File: config.mk
export PLATFORM = sky130hd
export DESIGN_NAME = differential_serializer_tx
export DESIGN_NICKNAME = d
export VERILOG_FILES = /design/src/serdes_tx_pkg.sv /design/src/differential_serializer_tx.sv
export SDC_FILE = /design/constraint.sdc
export NUM_CORES = 1
export LEC_CHECK = 0
export ABC_AREA = 1
export BUFFER_PORTS_ARGS = -buffer_cell sky130_fd_sc_hd__buf_2
export CORE_MARGIN = 2
export CORE_UTILIZATION = 45
export DETAILED_ROUTE_END_ITERATION = 8
export GPL_TIMING_DRIVEN = 0
export HOLD_SLACK_MARGIN = 0.05
export PLACE_DENSITY = 0.6
export SLEW_MARGIN = 20
export SYNTH_ARGS = -nofsm -noshare
export SYNTH_HDL_FRONTEND = slang
export SYNTH_HIERARCHICAL = 1
export SYNTH_SLANG_ARGS = --single-unit
File: constraint.sdc
create_clock -name mclk -period 2.4 [get_ports mclk]
set_input_delay 0.12 -clock mclk [delete_from_list [all_inputs] [get_ports mclk]]
set_output_delay 0.12 -clock mclk [all_outputs]
set_load 0.1 [all_outputs]
File: src/serdes_tx_pkg.sv
// shared constants, types and behaviour notes for the serializer transmit channel
// Notes on behaviour
// RQ1: serialization factor fixed at build, three to ten
// RQ2: capture parallel word into load register first
// RQ3: shift captured word out on serial clock
// RQ4: most significant bit goes out first
// RQ5: load register enters shifter only on strobe
// RQ6: bypass gives double rate or single rate
// RQ7: two output registers, each rate set independently
// RQ8: single rate: one bit, direct or registered
// RQ9: double rate: two bits, clocked output register
// RQ10: bypass ignores serial clock strobe entirely
// RQ11: reset clears registers, output low until load; only serializer mode holds it low, bypass outputs follow their data
package serdes_tx_pkg;

   localparam int unsigned FACTOR_MIN   = 3;        // narrowest word
   localparam int unsigned FACTOR_MAX   = 10;       // widest word
   localparam int unsigned FACTOR_DFLT  = 10;       // build-time default
   localparam int unsigned FIFO_DEPTH   = 8;        // words of buffering
   localparam int unsigned FIFO_PTR_W   = 3;        // index width for the fifo
   localparam logic [9:0]  WORD_RST     = 10'h000;  // load and shift reset value
   localparam logic        LINE_RST     = 1'b0;     // serial line level at reset
   localparam logic        RATE_SDR     = 1'b0;     // per-register rate select: single
   localparam logic        RATE_DDR     = 1'b1;     // per-register rate select: double

   // operating mode of the channel, one-hot
   typedef enum logic [3:0] {
      MODE_SERDES     = 4'h1,   // full serializer
      MODE_SDR_DIRECT = 4'h2,   // bypass, single rate, unregistered
      MODE_SDR_REG    = 4'h4,   // bypass, single rate, registered
      MODE_DDR        = 4'h8    // bypass, double rate
   } tx_mode_type;

   // parallel word from core logic
   typedef struct packed {
      logic [FACTOR_MAX-1:0] bits;
   } tx_word_type;

   // differential output pair
   typedef struct packed {
      logic p;
      logic n;
   } diff_pair_type;

endpackage : serdes_tx_pkg

File: src/differential_serializer_tx.sv
// word fifo and serializer transmit channel with output-element bypass
`timescale 1ns/1ps

// small flip-flop fifo, valid/ready on both sides
module word_fifo #(
   parameter int unsigned WIDTH = 10,
   parameter int unsigned DEPTH = 8,
   parameter int unsigned PTR_W = 3
) (
   input  wire logic             mclk,
   input  wire logic             sys_rst,
   input  wire logic [WIDTH-1:0] in_data,
   input  wire logic             in_valid,
   output logic                  in_ready,
   output logic [WIDTH-1:0]      out_data,
   output logic                  out_valid,
   input  wire logic             out_ready
);
   logic [WIDTH-1:0] mem_q [DEPTH];   // storage, indexed by pointer
   logic [PTR_W-1:0] wr_q;            // write index
   logic [PTR_W-1:0] rd_q;            // read index
   logic [PTR_W:0]   cnt_q;           // occupancy, one bit wider than pointers
   logic             push;
   logic             pop;

   // full and empty come straight from the count, so they never lie
   // the count is one bit wider than the pointers, so compare at that width
   assign in_ready  = (cnt_q != (PTR_W+1)'(DEPTH));
   assign out_valid = (cnt_q != '0);
   assign out_data  = mem_q[rd_q];
   assign push      = in_valid && in_ready;
   assign pop       = out_valid && out_ready;

   // storage write
   always_ff @(posedge mclk) begin
      if (push) begin
         mem_q[wr_q] <= in_data;
      end
   end

   // pointers and count
   always_ff @(posedge mclk) begin
      if (sys_rst) begin
         wr_q  <= '0;
         rd_q  <= '0;
         cnt_q <= '0;
      end else begin
         if (push) begin
            wr_q <= (wr_q == PTR_W'(DEPTH-1)) ? '0 : wr_q + 1'b1;
         end
         if (pop) begin
            rd_q <= (rd_q == PTR_W'(DEPTH-1)) ? '0 : rd_q + 1'b1;
         end
         if (push && !pop) begin
            cnt_q <= cnt_q + 1'b1;
         end else if (pop && !push) begin
            cnt_q <= cnt_q - 1'b1;
         end
      end
   end
endmodule : word_fifo

// serializer channel top
module differential_serializer_tx #(
   parameter int unsigned FACTOR = serdes_tx_pkg::FACTOR_DFLT // RQ1
) (
   input  wire logic                        mclk,
   input  wire logic                        sys_rst,
   input  serdes_tx_pkg::tx_mode_type       mode,
   input  wire logic                        load_en,
   input  serdes_tx_pkg::tx_word_type       word_data,
   input  wire logic                        word_valid,
   output logic                             word_ready,
   input  wire logic                        sdr_d,
   input  wire logic [1:0]                  ddr_d,
   input  wire logic [1:0]                  reg_rate,
   output serdes_tx_pkg::diff_pair_type     tx_pair,
   output logic                             line_active
);
   localparam int unsigned W = serdes_tx_pkg::FACTOR_MAX;

   logic [W-1:0] fifo_data;     // head of buffer
   logic         fifo_valid;    // head present
   logic         fifo_pop;      // load register takes head
   logic [W-1:0] load_q;        // load register
   logic         load_vld_q;    // load register holds a word
   logic [W-1:0] shift_q;       // shift register
   logic         ser_q;         // serializer output flop
   logic         started_q;     // first strobe seen since reset
   logic [1:0]   oreg_q;        // the two output-element data registers
   logic         phase_q;       // double-rate half select
   logic         byp_q;         // registered bypass output
   logic         is_serdes;
   logic         xfer;          // load register moves into shifter
   logic         out_bit;

   assign is_serdes = (mode == serdes_tx_pkg::MODE_SERDES);
   assign xfer      = is_serdes && load_en; // RQ5 RQ10

   // buffer between core and load register; it fills when strobes stop
   word_fifo #(
      .WIDTH (W),
      .DEPTH (serdes_tx_pkg::FIFO_DEPTH),
      .PTR_W (serdes_tx_pkg::FIFO_PTR_W)
   ) u_fifo (
      .mclk      (mclk),
      .sys_rst   (sys_rst),
      .in_data   (word_data.bits),
      .in_valid  (word_valid),
      .in_ready  (word_ready),
      .out_data  (fifo_data),
      .out_valid (fifo_valid),
      .out_ready (fifo_pop)
   );

   // refill when empty or when the current word leaves this very cycle
   assign fifo_pop = is_serdes && (!load_vld_q || xfer);

   // load register capture
   always_ff @(posedge mclk) begin
      if (sys_rst) begin
         load_q     <= serdes_tx_pkg::WORD_RST; // RQ11
         load_vld_q <= 1'b0;
      end else if (fifo_pop) begin
         load_q     <= fifo_data;               // RQ2
         load_vld_q <= fifo_valid;
      end
   end

   // shift register: parallel load on strobe, else shift toward msb in serializer mode, hold in bypass
   always_ff @(posedge mclk) begin
      if (sys_rst) begin
         shift_q <= serdes_tx_pkg::WORD_RST;                  // RQ11
         ser_q   <= serdes_tx_pkg::LINE_RST;
      end else if (xfer) begin
         // an empty load register sends an idle all-zero word
         ser_q   <= load_vld_q ? load_q[FACTOR-1] : 1'b0;     // RQ4
         shift_q <= load_vld_q ? (load_q << 1) : '0;          // RQ3
      end else if (is_serdes) begin
         ser_q   <= shift_q[FACTOR-1];                        // RQ3 RQ4
         shift_q <= shift_q << 1;
      end
   end

   // in serializer mode the line stays low until the first strobe after reset
   always_ff @(posedge mclk) begin
      if (sys_rst) begin
         started_q <= 1'b0;                                   // RQ11
      end else if (xfer) begin
         started_q <= 1'b1;
      end
   end

   // double-rate half select toggles every cycle
   always_ff @(posedge mclk) begin
      if (sys_rst) begin
         phase_q <= 1'b0;
      end else begin
         phase_q <= ~phase_q;
      end
   end

   // output-element registers: each single or double rate on its own
   always_ff @(posedge mclk) begin
      if (sys_rst) begin
         oreg_q <= 2'h0;
      end else begin
         for (int k = 0; k < 2; k++) begin
            // double rate captures on the pair boundary only
            if (reg_rate[k] == serdes_tx_pkg::RATE_SDR || !phase_q) begin // RQ7
               oreg_q[k] <= ddr_d[k];                                    // RQ9
            end
         end
      end
   end

   // registered single-rate output flop
   always_ff @(posedge mclk) begin
      if (sys_rst) begin
         byp_q <= serdes_tx_pkg::LINE_RST;
      end else begin
         byp_q <= sdr_d;                                      // RQ8
      end
   end

   // output select; the direct path has no flop by design
   always_comb begin
      case (mode)
         serdes_tx_pkg::MODE_SDR_DIRECT: out_bit = sdr_d;              // RQ6 RQ8
         serdes_tx_pkg::MODE_SDR_REG:    out_bit = byp_q;              // RQ8
         serdes_tx_pkg::MODE_DDR:        out_bit = oreg_q[phase_q];    // RQ6 RQ9
         default:                        out_bit = started_q & ser_q;  // RQ11
      endcase
   end

   // one driver for the whole pair keeps the legs complementary
   assign tx_pair     = '{p: out_bit, n: ~out_bit};
   assign line_active = !is_serdes || started_q;
endmodule : differential_serializer_tx

==> impl_metrics.json, run 1 <==
{
  "maxSlewViolCount": 0,
  "htree_num_levels": 4,
  "combinationalPowerShare": 0.113,
  "cts_max_path_buffers": 2,
  "tritoncts.num_buffers": 17,
  "status": "finished clean",
  "post_synth_xor_area_fraction": 0.00338,
  "finalInstanceArea_um2": 6290,
  "setup_viol": 0,
  "hold-path-cell-count": 4,
  "net-switching-power_uw": 1330,
  "synthMuxAreaShare": 0,
  "p_seq_frac": 0.431,
  "dp_hpwl_mm": 6.89,
  "die_width_um": 111,
  "seq_area_frac_synth": 0.614,
  "fin_crit_sh": 0.895,
  "layout_min_cycle_time_ns": 2.15,
  "critical_path_peak_fanout": 10,
  "clock_network_power_share": 0.455,
  "worst_ep_arrival_time_ns": 2.46,
  "first_iter_violations": 208,
  "synth.net_count": 577,
  "clock_sink_count": 119,
  "die_area_um2": 12400,
  "clkSlewWorstSetupHoldPaths_ns": 0.05,
  "timing.fmax_ghz": 0.466,
  "wire_per_inst_um": 13.7,
  "synth.avg_cell_area_um2": 9.50,
  "synth_seq_cells": 119,
  "fin_util": 0.556,
  "worst-endpoint-required_ns": 2.71,
  "syn_inst": 546,
  "relative_slew_slack": 0.345,
  "grt_pass1_vias": 3593,
  "place_congestion": 0.777,
  "grt_usage": 0.185,
  "synth_cell_type_count": 30,
  "cts_tree": "yes",
  "final_common_cell": "sky130_fd_sc_hd__nor2_1",
  "num-nets-final": 642,
  "cts_root_buffer": "sky130_fd_sc_hd__clkbuf_16",
  "number_of_antenna_violations_at_the_first_check_in_global_routing": 0,
  "core_um2": 11300,
  "post_drt_via_cell_ratio": 4.81,
  "cellInternalPower_uw": 4140,
  "area_delta_synth_final_pct": 21.2,
  "report.final.hold_viol_count": 0,
  "timing.max_cap.violations": 0,
  "port-buffer-count": 26,
  "synth-simple-area-share": 0.214,
  "detail_route.first_pass.iterations": 5,
  "grt_first_pass_wirelength_mm": 17.5,
  "power_density_relative_to_cell_area_nw_per_um2": 870,
  "ys.warnings.count": 6,
  "ant_cells": 0,
  "critical_path_class": "reg -> reg",
  "sw_frac_of_total": 0.243,
  "irDropWorstVdd_mv": 0.687,
  "ant_nets": 0,
  "critical_path.slowest_cell": "sky130_fd_sc_hd__dfxtp_1",
  "critical_path_s_largest_stage_delay_ns": 0.34,
  "detailroute.via_count": 3682,
  "cts_setup_buffers": 0,
  "timing.critical_path.from_type": "register",
  "timing_worst_slew_pin_value_ns": 0.979,
  "synth_compound_gate_area_share": 0.0794,
  "setup-tns-final_ns": 0,
  "grt_setup_unrepaired": "false",
  "combinational_family_with_the_most_area_after_synthesis": "simple AND/OR/NAND/NOR gates",
  "worst_path_most_repeated_cell": "sky130_fd_sc_hd__inv_1",
  "initial_util": 0.458,
  "grt_start_max_net_pins": 17,
  "hold_path.class": "in -> reg",
  "drive_above_1_share": 0.154,
  "max_clock_skew_ns": 0.00858,
  "worstSkewPairLatency_ns": 0.42,
  "die_h_um": 111,
  "critical_path.endpoint_type": "register",
  "power.static_leakage_uw": 0.00260,
  "reg2regPathDepth": 13,
  "critical_path.cell_chain": "inv_1 > o211ai_4 > buf_6 > inv_1 > nand2_2 > ha_1 > inv_1 > ha_1 > or2_1 > nand3_1 > nand3_1 > nand2_1 > inv_1",
  "synth_fa_ha_area_frac": 0.0207,
  "std_cell_rows": 39,
  "placement.cell_area_um2": 5500,
  "top_level_ports": 27,
  "remaining_drc_errors": 0,
  "globalRoute.totalOverflow": 0,
  "routed_wl_mm": 10.5,
  "mappedNetlistArea_um2": 5190,
  "mostFrequentLayoutCells": "sky130_fd_sc_hd__nor2_1 (144), sky130_fd_sc_hd__nand2_1 (98), sky130_fd_sc_hd__edfxtp_1 (80)"
}
[cells in the mapped netlist (all sizes together)]
cell type,instances,area (um^2)
or2,2,15.0
o211ai,1,21.3
nand4,3,18.8
nand2,102,398
nand3,13,82.6
o21ai,57,285
edfxtp,80,2400
clkbuf,2,7.51
o22ai,9,56.3
clkinv,1,3.75
dfxtp,39,781
inv,47,176
xor2,2,17.5
a21oi,9,48.8
fa,1,20.0
nor2,151,594
buf,20,171
ha,7,87.6
[registers in the layout, indices dropped and copies added, names as in the netlist, named ones only]
register	count
started_q	1
byp_q	1
phase_q	1
oreg_q	2
load_q	10
load_vld_q	1
u_fifo/cnt_q	4
u_fifo/mem_q	80
u_fifo/wr_q	3
ser_q	1
u_fifo/rd_q	3
shift_q	9
[critical path, delay by kind of cell (launching register included)]
family          cells  cell delay (ns)
simple gates        5             0.58
fa+ha+maj           2             0.50
buf+inv             5             0.42
flops               1             0.34
compound gates      1             0.20
[power groups by stage]
stage	combinational, uW	clock, uW	sequential [uW]
after floorplan	436	0	2390
after detailed placement	592	0	2400
after global placement	579	0	2400
after CTS	624	2530	2360
final	620	2490	2360
after global routing	704	2630	2370
[through the flow]
step | total power, uW | cells | setup slack, ns | hold slack [ns]
final | 5470 | 766 | 0.253 | 0.0988
after global routing | 5710 | 766 | 0.0234 | 0.123
after CTS | 5510 | 766 | 0.145 | 0.0888
after detailed placement | 2990 | 715 | 0.161 | 0.349
after global placement | 2980 | 715 | 0.197 | 0.341
after floorplan | 2820 | 546 | 0.196 | 0.182
[metal layers]
metal,vias to the layer above,GRT usage,share of wire
li1,1921,-,-
met1,1677,0.229,0.46
met2,72,0.310,0.48
met3,12,0.0490,0.049
met4,0,0.0724,0.013
met5,-,0,0
[worst paths after layout]
check              from         endpoint  slack, ns
min reg2reg  shift_q[1]       shift_q[1]       0.47
max          load_vld_q  u_fifo/cnt_q[3]       0.25
max reg2reg  load_vld_q  u_fifo/cnt_q[3]       0.25
min             mode[1]        started_q        0.1
[cells by family after synthesis]
logic type               count (synthesis)
adder cells (fa/ha/maj)                  8
XOR/XNOR                                 2
AO/OA/AOI/OAI                           76
flip-flops                             119
AND/OR/NAND/NOR                        271
buffers and inverters                   70
[final cells by class]
cell class,count,area (um^2)
plain buffers,22,185
clock buffers,18,429
clock inverters,13,158
fillers,980,5030
inverters,48,180
multi-input cells,357,1650
flip-flops and latches,119,3180
well taps,143,179
repair buffers,46,330
[repair_timing]
item | in CTS | in global routing
resized for setup | 0 | 3
hold buffers | 20 | 0
endpoints found under the setup margin | 0 | 1
endpoints found under the hold margin | 88 | 0
Note: power is estimated with default switching activity, not from simulation.
==> run 2, diff against run 1 <==
--- a/config.mk
+++ b/config.mk
@@ -7,12 +7,14 @@
 export LEC_CHECK = 0
 export ABC_AREA = 1
 export BUFFER_PORTS_ARGS = -buffer_cell sky130_fd_sc_hd__buf_2
+export CELL_PAD_IN_SITES_DETAIL_PLACEMENT = 1
+export CELL_PAD_IN_SITES_GLOBAL_PLACEMENT = 2
 export CORE_MARGIN = 2
-export CORE_UTILIZATION = 45
+export CORE_UTILIZATION = 39
 export DETAILED_ROUTE_END_ITERATION = 8
 export GPL_TIMING_DRIVEN = 0
 export HOLD_SLACK_MARGIN = 0.05
-export PLACE_DENSITY = 0.6
+export PLACE_DENSITY = 0.77
 export SLEW_MARGIN = 20
 export SYNTH_ARGS = -nofsm -noshare
 export SYNTH_HDL_FRONTEND = slang
==> impl_metrics.json, run 2 (same netlist as run 1, synthesis figures left out) <==
{
  "status": "finished clean",
  "report.final.hold_viol_count": 0,
  "tritoncts.num_buffers": 17,
  "timing.max_cap.violations": 0,
  "detail_route.first_pass.iterations": 4,
  "reg2regPathDepth": 13,
  "relative_slew_slack": 0.269,
  "biggestRegsByFlops": "u_fifo/mem_q x80, load_q x10, shift_q x9",
  "die_h_um": 119,
  "timing.critical_path.from_type": "register",
  "place_congestion": 0.754,
  "number_of_antenna_violations_at_the_first_check_in_global_routing": 0,
  "ant_nets": 0,
  "worst-endpoint-required_ns": 2.71,
  "worstHoldStart": "mode[1]",
  "reg2reg_setup_slack_ns": 0.26,
  "path_buf_inv": 5,
  "worstSkewPairLatency_ns": 0.42,
  "placement.setup.worst_slack_ns": 0.115,
  "critical_path_peak_fanout": 5,
  "postLayoutSetupSlackWorst_ns": 0.265,
  "ant_cells": 0,
  "htree_num_levels": 4,
  "layout_min_cycle_time_ns": 2.14,
  "grt_usage": 0.196,
  "worst_path_most_repeated_cell": "sky130_fd_sc_hd__inv_1",
  "max_clock_skew_ns": 0.00740,
  "die_area_um2": 14200,
  "hold-path-cell-count": 4,
  "clkSlewWorstSetupHoldPaths_ns": 0.05,
  "mostFrequentLayoutCells": "sky130_fd_sc_hd__nor2_1 (143), sky130_fd_sc_hd__nand2_1 (98), sky130_fd_sc_hd__edfxtp_1 (80)",
  "std_cell_rows": 42,
  "reg_to_reg_start": "load_vld_q",
  "top_register": "u_fifo/mem_q",
  "whs_endpoint": "started_q",
  "worst_ep_arrival_time_ns": 2.44,
  "detailroute.via_count": 3887,
  "clock_sink_count": 119,
  "grt_first_pass_wirelength_mm": 20.7,
  "power_density_relative_to_cell_area_nw_per_um2": 898,
  "top_level_ports": 27,
  "setup_viol": 0,
  "setup-tns-final_ns": 0,
  "timing_worst_slew_pin_value_ns": 1.09,
  "largest_register_ffs": 80,
  "cts_max_path_buffers": 2,
  "maxSlewViolCount": 0,
  "grt_pass1_vias": 4090,
  "drive_above_1_share": 0.158,
  "critical_path.cell_chain": "inv_1 > o211ai_4 > buf_6 > inv_1 > nand2_2 > ha_1 > inv_1 > ha_1 > or2_1 > nand3_1 > nand3_1 > nand2_1 > inv_1",
  "fin_crit_sh": 0.890,
  "power.static_leakage_uw": 0.00264,
  "routed_wl_mm": 13.0,
  "post_drt_via_cell_ratio": 4.85,
  "dp_hpwl_mm": 8.60,
  "area_delta_synth_final_pct": 23.3,
  "initial_util": 0.395,
  "grt_setup_unrepaired": "false",
  "critical_path_class": "reg -> reg",
  "grt_start_max_net_pins": 17,
  "irDropWorstVdd_mv": 0.500,
  "critical_path_s_largest_stage_delay_ns": 0.35,
  "cts_root_buffer": "sky130_fd_sc_hd__clkbuf_16",
  "port-buffer-count": 26,
  "num-nets-final": 644,
  "wire_per_inst_um": 16.2,
  "cts_tree": "yes",
  "critical_path.endpoint_type": "register",
  "core_um2": 13100,
  "critical_path.slowest_cell": "sky130_fd_sc_hd__dfxtp_1",
  "cp_top_family": "simple AND/OR/NAND/NOR gates",
  "first_iter_violations": 191,
  "die_width_um": 119,
  "timing.fmax_ghz": 0.468,
  "remaining_drc_errors": 0,
  "final_common_cell": "sky130_fd_sc_hd__nor2_1",
  "hold_path.class": "in -> reg",
  "worst_r2r_endpoint": "u_fifo/cnt_q[3]",
  "globalRoute.totalOverflow": 0
}
## run 2: how the worst max path moves through the flow
stage / from / endpoint / slack [ns] / depth (start not counted)
2_1_floorplan: u_fifo/cnt_q[1] / u_fifo/cnt_q[3] / 0.20 / 12
3_3_place_gp: load_vld_q / u_fifo/cnt_q[3] / 0.14 / 13
3_5_place_dp: load_vld_q / u_fifo/cnt_q[3] / 0.11 / 13
4_1_cts: load_vld_q / u_fifo/cnt_q[3] / 0.09 / 13
5_1_grt: load_vld_q / u_fifo/cnt_q[3] / 0.04 / 13
6_report: load_vld_q / u_fifo/cnt_q[3] / 0.26 / 13
## run 2: repair_timing
item | in CTS | in global routing
resized for setup | 0 | 3
setup buffers | 0 | 2
hold buffers | 20 | 0
endpoints found under the setup margin | 0 | 2
hold endpoints to repair | 87 | 0
## run 2: stage by stage
step	cells	utilization	hold WS [ns]	cell area [um^2]	power, uW
5_1_grt	802	0.487	0.114	6400	5980
2_1_floorplan	546	-	0.182	5190	2820
6_report	802	0.487	0.120	6400	5740
3_5_place_dp	748	0.422	0.371	5540	3020
3_3_place_gp	748	0.422	0.355	5540	3000
4_1_cts	800	0.485	0.100	6370	5790
## run 2: cell type report
cell class	count	area (um^2)
fill	1533	6740
sequential	119	3180
multi-input combinational	357	1650
clock buffer	19	433
timing repair buffer	48	345
tap	176	220
clock inverter	13	203
buffer	22	185
inverter	48	180
## run 2: tightest hold or removal path, cell delays in order
cell and delay (ns):
sky130_fd_sc_hd__buf_2 0.14, sky130_fd_sc_hd__nor2_4 0.07, sky130_fd_sc_hd__nand3_1 0.09, sky130_fd_sc_hd__a21oi_1 0.07
## run 2: per-layer routing
layer | wire length [um] | track usage
met1 | 6040 | 0.255
met2 | 6260 | 0.315
met3 | 478 | 0.0527
met4 | 206 | 0.0706
met5 | 0 | 0
## run 2: power by group
group	switching [uW]	internal (uW)	leakage (uW)	total, uW
sequential	56.4	2300	0.00104	2360
combinational	430	219	0.00128	649
clock	897	1840	0.000309	2730
total	1380	4360	0.00264	5740
